### src/common/pleb_pkg.sv
package pleb_pkg;
	// Register byte addresses
	localparam logic [11:0] PLEB_CONTROL_ADDR  = 12'h000;
	localparam logic [11:0] PLEB_DELAY_ADDR    = 12'h004;
	localparam logic [11:0] PLEB_AUX_ADDR      = 12'h008;
	localparam logic [11:0] PLEB_STATUS_ADDR   = 12'h00C;
	// Control field positions
	localparam int PLEB_HI_RISE_BIT    = 15;
	localparam int PLEB_HI_FALL_BIT    = 14;
	localparam int PLEB_LO_RISE_BIT    = 13;
	localparam int PLEB_LO_FALL_BIT    = 12;
	localparam int PLEB_FAULT_EN_BIT   = 11;
	localparam int PLEB_CLIM_EN_BIT    = 10;
	localparam int PLEB_SEL_HIGH_BIT   = 5;
	localparam int PLEB_SEL_LOW_BIT    = 4;
	localparam int PLEB_HI_HIGH_BIT    = 3;
	localparam int PLEB_HI_LOW_BIT     = 2;
	localparam int PLEB_LO_HIGH_BIT    = 1;
	localparam int PLEB_LO_LOW_BIT     = 0;
	// Writable bits of control; bits 9..6 unimplemented
	localparam logic [15:0] PLEB_CONTROL_MASK  = 16'hFC3F;
	// Reset values, source select width and source count
	localparam logic [15:0] PLEB_CONTROL_RESET = 16'h0000;
	localparam logic [15:0] PLEB_DELAY_RESET   = 16'h0000;
	localparam logic [3:0]  PLEB_SRC_RESET     = 4'h0;
	localparam int          PLEB_SRC_WIDTH     = 4;
	localparam int          PLEB_SRC_COUNT     = 16;
endpackage

### src/design/pleb_blanking.sv
module pleb_blanking
(
	// APB slave
	input  wire logic                            pclk,
	input  wire logic                            presetn,
	input  wire logic                            psel,
	input  wire logic                            penable,
	input  wire logic                            pwrite,
	input  wire logic [11:0]                     paddr,
	input  wire logic [31:0]                     pwdata,
	output logic      [31:0]                     prdata,
	output logic                                 pready,
	output logic                                 pslverr,
	// PWM generator side
	input  wire logic                            high_side_pwm_out,
	input  wire logic                            low_side_pwm_out,
	input  wire logic [pleb_pkg::PLEB_SRC_COUNT-1:0] blank_sources,
	input  wire logic                            fault_in,
	input  wire logic                            current_limit_in,
	// Masked results
	output logic                                 fault_out,
	output logic                                 current_limit_out
);
	import pleb_pkg::*;

	// PWM sides watched for edges: index 1 high side, index 0 low side
	localparam int SIDES  = 2;

	// Level sources: index 2 selected signal, 1 high side, 0 low side
	localparam int LEVELS = 3;

	// Software-visible registers
	logic [15:0]               blanking_control_reg;
	logic [15:0]               blank_delay;
	logic [PLEB_SRC_WIDTH-1:0] blank_source_select;

	// Blanking counter
	logic [15:0]               blank_count;
	logic [15:0]               next_count;

	// Edge detection, one bit per side
	logic [SIDES-1:0]          side_now;
	logic [SIDES-1:0]          side_prev;
	logic [SIDES-1:0]          side_rise_en;
	logic [SIDES-1:0]          side_fall_en;
	logic [SIDES-1:0]          side_trigger;

	// Level blanking, one bit per source
	logic [LEVELS-1:0]         level_now;
	logic [LEVELS-1:0]         level_high_en;
	logic [LEVELS-1:0]         level_low_en;
	logic [LEVELS-1:0]         level_hit;

	// Combined blanking state
	logic                      trigger;
	logic                      edge_active;
	logic                      state_active;
	logic                      sel_signal;
	logic                      fault_edge_blank;
	logic                      limit_edge_blank;
	logic                      next_fault;
	logic                      next_limit;

	// Bus phases and read data
	logic                      setup;
	logic                      access;
	logic                      write_access;
	logic [31:0]               next_rdata;

	// Address decode used by the error path; the read mux decodes by its own case
	function automatic logic known_addr
	(
		input logic [11:0] a
	);
		return a == PLEB_CONTROL_ADDR
			|| a == PLEB_DELAY_ADDR
			|| a == PLEB_AUX_ADDR
			|| a == PLEB_STATUS_ADDR;
	endfunction

	// Write strobe for one register, used by every register process
	function automatic logic write_hit
	(
		input logic [11:0] a,
		input logic [11:0] reg_addr,
		input logic        wr
	);
		return wr && a == reg_addr;
	endfunction

	// Edge decode shared by both PWM sides
	function automatic logic edge_hit
	(
		input logic rise_en,
		input logic fall_en,
		input logic now,
		input logic prev
	);
		return (rise_en && now && !prev) || (fall_en && !now && prev);
	endfunction

	// Level decode shared by every state-blanking source
	function automatic logic level_blank
	(
		input logic high_en,
		input logic low_en,
		input logic level
	);
		return (high_en && level) || (low_en && !level);
	endfunction

	// Transfer phases
	assign setup        = psel && !penable;
	assign access       = psel && penable && pready;
	assign write_access = access && pwrite;

	// Zero-wait slave: ready answers in the first access cycle
	always_ff @(posedge pclk or negedge presetn)
	begin
		if (!presetn)
			pready <= 1'b0;
		else
			pready <= setup;
	end

	// Error flag taken at setup so it stands with ready
	always_ff @(posedge pclk or negedge presetn)
	begin
		if (!presetn)
			pslverr <= 1'b0;
		else if (setup)
			pslverr <= !known_addr(paddr);
	end

	// Control register; unimplemented bits never stored
	always_ff @(posedge pclk or negedge presetn)
	begin
		if (!presetn)
			blanking_control_reg <= PLEB_CONTROL_RESET;
		else if (write_hit(paddr, PLEB_CONTROL_ADDR, write_access))
			blanking_control_reg <= pwdata[15:0] & PLEB_CONTROL_MASK;
	end

	// Delay register; a new value applies from the next trigger
	always_ff @(posedge pclk or negedge presetn)
	begin
		if (!presetn)
			blank_delay <= PLEB_DELAY_RESET;
		else if (write_hit(paddr, PLEB_DELAY_ADDR, write_access))
			blank_delay <= pwdata[15:0];
	end

	// Blanking source select
	always_ff @(posedge pclk or negedge presetn)
	begin
		if (!presetn)
			blank_source_select <= PLEB_SRC_RESET;
		else if (write_hit(paddr, PLEB_AUX_ADDR, write_access))
			blank_source_select <= pwdata[PLEB_SRC_WIDTH-1:0];
	end

	// Read mux
	always_comb
	begin
		next_rdata = 32'h0000_0000;
		unique case (paddr)
			PLEB_CONTROL_ADDR: next_rdata[15:0] = blanking_control_reg;
			PLEB_DELAY_ADDR:   next_rdata[15:0] = blank_delay;
			PLEB_AUX_ADDR:     next_rdata[PLEB_SRC_WIDTH-1:0] = blank_source_select;
			PLEB_STATUS_ADDR:  next_rdata[2:0] = {sel_signal, state_active, edge_active};
			default:           next_rdata = 32'h0000_0000;
		endcase
	end

	// Read data taken at setup so it is stable in access
	always_ff @(posedge pclk or negedge presetn)
	begin
		if (!presetn)
			prdata <= 32'h0000_0000;
		else if (setup)
			prdata <= pwrite ? 32'h0000_0000 : next_rdata;
	end

	// Side levels and their edge enables
	assign side_now     = {high_side_pwm_out, low_side_pwm_out};
	assign side_rise_en =
	{
		blanking_control_reg[PLEB_HI_RISE_BIT],
		blanking_control_reg[PLEB_LO_RISE_BIT]
	};
	assign side_fall_en =
	{
		blanking_control_reg[PLEB_HI_FALL_BIT],
		blanking_control_reg[PLEB_LO_FALL_BIT]
	};

	// One edge detector per side
	for (genvar s = 0; s < SIDES; s++)
	begin : g_side
		// Previous level; a pin already high at reset release reads as a rise
		always_ff @(posedge pclk or negedge presetn)
		begin
			if (!presetn)
				side_prev[s] <= 1'b0;
			else
				side_prev[s] <= side_now[s];
		end

		// Enabled edge on this side
		assign side_trigger[s] = edge_hit(side_rise_en[s], side_fall_en[s], side_now[s], side_prev[s]);
	end

	// Any enabled edge restarts the interval
	assign trigger = |side_trigger;

	// Counter next value; reload wins over the count-down
	always_comb
	begin
		next_count = blank_count;
		if (trigger)
			next_count = blank_delay;
		else if (blank_count != 16'h0000)
			next_count = blank_count - 16'h0001;
	end

	// Blanking counter
	always_ff @(posedge pclk or negedge presetn)
	begin
		if (!presetn)
			blank_count <= 16'h0000;
		else
			blank_count <= next_count;
	end

	// Edge blanking also covers the trigger cycle, so a spike on the edge is caught
	assign edge_active = trigger || blank_count != 16'h0000;

	// Selected blanking signal from the auxiliary select field
	assign sel_signal = blank_sources[blank_source_select];

	// Level sources and their high and low enables
	assign level_now     = {sel_signal, high_side_pwm_out, low_side_pwm_out};
	assign level_high_en =
	{
		blanking_control_reg[PLEB_SEL_HIGH_BIT],
		blanking_control_reg[PLEB_HI_HIGH_BIT],
		blanking_control_reg[PLEB_LO_HIGH_BIT]
	};
	assign level_low_en  =
	{
		blanking_control_reg[PLEB_SEL_LOW_BIT],
		blanking_control_reg[PLEB_HI_LOW_BIT],
		blanking_control_reg[PLEB_LO_LOW_BIT]
	};

	// One level decoder per source
	for (genvar l = 0; l < LEVELS; l++)
	begin : g_level
		assign level_hit[l] = level_blank(level_high_en[l], level_low_en[l], level_now[l]);
	end

	// State blanking conditions ORed together
	assign state_active = |level_hit;

	// Edge blanking applies only where software enabled it per input
	assign fault_edge_blank = blanking_control_reg[PLEB_FAULT_EN_BIT] && edge_active;
	assign limit_edge_blank = blanking_control_reg[PLEB_CLIM_EN_BIT] && edge_active;

	// Masked input values before the output flops
	assign next_fault = fault_in && !state_active && !fault_edge_blank;
	assign next_limit = current_limit_in && !state_active && !limit_edge_blank;

	// Masked fault output; one cycle of latency keeps it glitch-free
	always_ff @(posedge pclk or negedge presetn)
	begin
		if (!presetn)
			fault_out <= 1'b0;
		else
			fault_out <= next_fault;
	end

	// Masked current-limit output
	always_ff @(posedge pclk or negedge presetn)
	begin
		if (!presetn)
			current_limit_out <= 1'b0;
		else
			current_limit_out <= next_limit;
	end

	// Limitation: a delay written while the counter runs
	// takes effect only at the next enabled edge, so a running
	// interval is never cut short or stretched by software

	// Limitation: state blanking follows the inputs of this cycle,
	// so it releases one cycle after the blanking level ends,
	// matching the one-cycle latency of the masked outputs
endmodule

### config.mk
export PLATFORM = sky130hd
export DESIGN_NAME = pleb_blanking
export DESIGN_NICKNAME = d
export VERILOG_FILES = /design/src/common/pleb_pkg.sv /design/src/design/pleb_blanking.sv
export SDC_FILE = /design/constraint.sdc
export NUM_CORES = 1
export LEC_CHECK = 0
export ABC_AREA = 1
export BUFFER_PORTS_ARGS = -buffer_cell sky130_fd_sc_hd__buf_2
export CAP_MARGIN = 20
export CORE_UTILIZATION = 56
export CTS_CLUSTER_DIAMETER = 150
export DETAILED_ROUTE_END_ITERATION = 8
export GPL_TIMING_DRIVEN = 0
export PLACE_DENSITY = 0.83
export SYNTH_ARGS = -nofsm -noshare
export SYNTH_HDL_FRONTEND = slang
export SYNTH_SLANG_ARGS = --single-unit
### constraint.sdc
create_clock -name pclk -period 3.8 [get_ports pclk]
set_input_delay 0 -clock pclk [delete_from_list [all_inputs] [get_ports pclk]]
set_output_delay 0 -clock pclk [all_outputs]
set_load 0.02 [all_outputs]
==> flow_summary.json <==
{
  "reg2reg_depth": 9,
  "r2r-end": "blank_count[12]$_DFFE_PN0N_",
  "p_total_w": 0.00191,
  "ys_types": 38,
  "routabilityCongestion": 0.926,
  "crit_chain": "inv_1 -> ha_1 -> nand2_1 -> nor2_1 -> nand3_1 -> nor2_1 -> inv_1 -> o21ai_1 -> a31oi_1",
  "finalSetupViolCount": 0,
  "fin_crit_ns": 1.81,
  "place_ws_ns": 2.06,
  "top_usage_layer": "met2",
  "die_h_um": 83.6,
  "ctsLongestPathBuffers": 2,
  "hp-start": "pwrite",
  "skew_ns": 0.0110,
  "clock_latency_ns": 0.36,
  "drtIter0Drc": 255,
  "async_flop_share_pct": 100,
  "cap_violations": 0,
  "r2r-start": "blank_count[0]$_DFFE_PN0N_",
  "multiInputGateArea_um2": 1610,
  "postLayoutSetupSlackWorst_ns": 1.99,
  "via_per_inst": 5.54,
  "cpMaxStageDelayCell": "dfrtp_1",
  "dr.pass1.iters": 5,
  "run_status": "finished clean",
  "grt_pass1_vias": 3604,
  "fin_nets": 661,
  "syn-cell-area_um2": 3720,
  "fillers": 462,
  "startpoint_type": "flip-flop",
  "synth_warnings": 0,
  "timing.fmax_ghz": 0.554,
  "placementRows": 29,
  "antenna_found_initial": 1,
  "post-synth-top-count-cell": "nand2_1",
  "hold_slack_ns": 0.00105,
  "rrSetupSlack_ns": 1.99,
  "grtUsageMet2_pct": 51.6,
  "synth_cells": 469,
  "post_drt_wl_per_cell_um": 15.1,
  "core_area_um2": 6390,
  "ir_drop_mv": 0.377,
  "critPathArrivalTime_ns": 2.03,
  "die-area_um2": 6980,
  "grt_setup_unrepaired": "false",
  "synthTopCellsByArea": "dfrtp_1 47%, nand2_1 11%, inv_1 5.7%",
  "endpoint_kind": "flip-flop",
  "path_max_fanout": 5,
  "seq_area_um2": 1750,
  "max_stage_delay_ns": 0.39,
  "track_usage_pct": 30.8,
  "critPathKind": "reg -> reg",
  "grt_max_degree": 71,
  "postCtsSetupRepairBufs": 0,
  "drc": 0,
  "synth_seq_area_share_pct": 47.0,
  "fin_tns_setup_ns": 0,
  "hold_buffers": 23,
  "io_buffers": 72,
  "drtAntennaViolNets": 0,
  "htree_levels": 3,
  "initial_utilization_pct": 58.3,
  "synth_top_area_share_pct": 47.0,
  "synth_edf_count": 0,
  "vias": 3727,
  "reg.largest.list": "blank_count x16, blank_delay x16, prdata x16",
  "fin_crit_sh_pct": 47.5,
  "clk_pin_slew_ns": 0.08,
  "worstHoldPathCells": 4,
  "syn_avg_cell_area_um2": 7.94,
  "numCtsBuffers": 9,
  "wl_um": 10200,
  "clock-sinks": 70,
  "hold_viol": 0,
  "synth_flop_cell": "dfrtp_1",
  "cts-root-buf": "clkbuf_8",
  "p_leak_nw": 2.45,
  "use_met3_pct": 8.11,
  "grt-ovfl-total": 0,
  "grt_pass1_wl_um": 16800,
  "drive_above_1_share_pct": 22.7,
  "cts_tree": "done",
  "use_met1_pct": 37.8,
  "area_delta_synth_final_pct": 26.0,
  "ys_ff_latch": 70,
  "worst_pin_slew_ns": 0.871,
  "synth_common_cells": "112 x nand2_1, 70 x dfrtp_1, 57 x inv_1",
  "whs_endpoint": "prdata[0]$_DFFE_PN0P_",
  "dp_hpwl_um": 6900,
  "yosys.area.top_type": "dfrtp_1",
  "drv_slew": 0,
  "p_per_area_nw_per_um2": 408,
  "hold_class": "in -> reg",
  "ios": 105,
  "required_ns": 4.02,
  "cts.repair.resized": 0,
  "die_w_um": 83.6,
  "final_core_util_pct": 73.5,
  "slew_headroom_pct": 41.9
}
## cells in the final DEF, fill, tap and decap left out, types with 6 or more instances in the layout
cell type / n
a22o_1: 7
nand2_1: 112
inv_1: 57
dlygate4sd3_1: 23
dfrtp_1: 70
o21ai_0: 30
nor2_1: 34
buf_4: 18
o21ai_1: 25
inv_2: 6
clkbuf_8: 9
a21oi_1: 12
buf_2: 79
conb_1: 16
a31oi_1: 6
nand3_1: 34
## worst max path at each step
stage | from | end | slack, ns
2_1_floorplan | blank_count[0]$_DFFE_PN0N_ | blank_count[12]$_DFFE_PN0N_ | 2.29
3_3_place_gp | blank_count[0]$_DFFE_PN0N_ | blank_count[12]$_DFFE_PN0N_ | 2.10
3_5_place_dp | blank_count[0]$_DFFE_PN0N_ | blank_count[12]$_DFFE_PN0N_ | 2.06
4_1_cts | blank_count[0]$_DFFE_PN0N_ | blank_count[12]$_DFFE_PN0N_ | 2.04
5_1_grt | blank_count[0]$_DFFE_PN0N_ | blank_count[12]$_DFFE_PN0N_ | 1.75
6_report | blank_count[0]$_DFFE_PN0N_ | blank_count[12]$_DFFE_PN0N_ | 1.99
## cells by family (layout without fill, tap and decap cells)
family	Yosys count	after routing	synth area share [%]
other	1	17	0.101
AO/OA/AOI/OAI	92	92	14.1
multiplexers	2	2	0.806
adder cells (fa/ha/maj)	2	2	0.672
XOR/XNOR	7	7	1.65
AND/OR/NAND/NOR	203	203	24.4
flip-flops	70	70	47.0
buffers and inverters	92	203	11.3
## stage by stage
step,std cells,instance area (µm²)
global route,673,4690
detailed placement,633,4240
floorplan,484,3780
finish,673,4690
global placement,633,4240
CTS,672,4690
## final cells by class
| type | instances | share of cell area, % |
|---|---|---|
| antenna | 1 | 0.0533 |
| tap | 77 | 2.05 |
| timing repair buffer | 95 | 12.6 |
| clock inverter | 7 | 2.08 |
| clock buffer | 9 | 2.64 |
| sequential | 70 | 37.3 |
| buffer | 28 | 3.81 |
| multi-input combinational | 322 | 34.3 |
| inverter | 64 | 5.14 |
## metal layers
layer	routed length, µm	up-vias
li1	-	1737
met1	4050	1742
met2	4970	201
met3	742	47
met4	417	0
met5	0	-
## worst max-delay path, delay by kind of cell (launching register included)
kind,cells,cell delay [ns]
AND/OR/NAND/NOR,4,0.63
flip-flops,1,0.39
AO/OA/AOI/OAI,2,0.23
buffers and inverters,2,0.21
adder cells (fa/ha/maj),1,0.21
## report_power, final
| group | switching [W] | total [W] | internal (W) |
|---|---|---|---|
| sequential | 0.0000646 | 0.000878 | 0.000813 |
| clock | 0.000305 | 0.000677 | 0.000371 |
| combinational | 0.000205 | 0.000360 | 0.000154 |
| total | 0.000575 | 0.00191 | 0.00134 |
(Power assumes the default switching activity.)
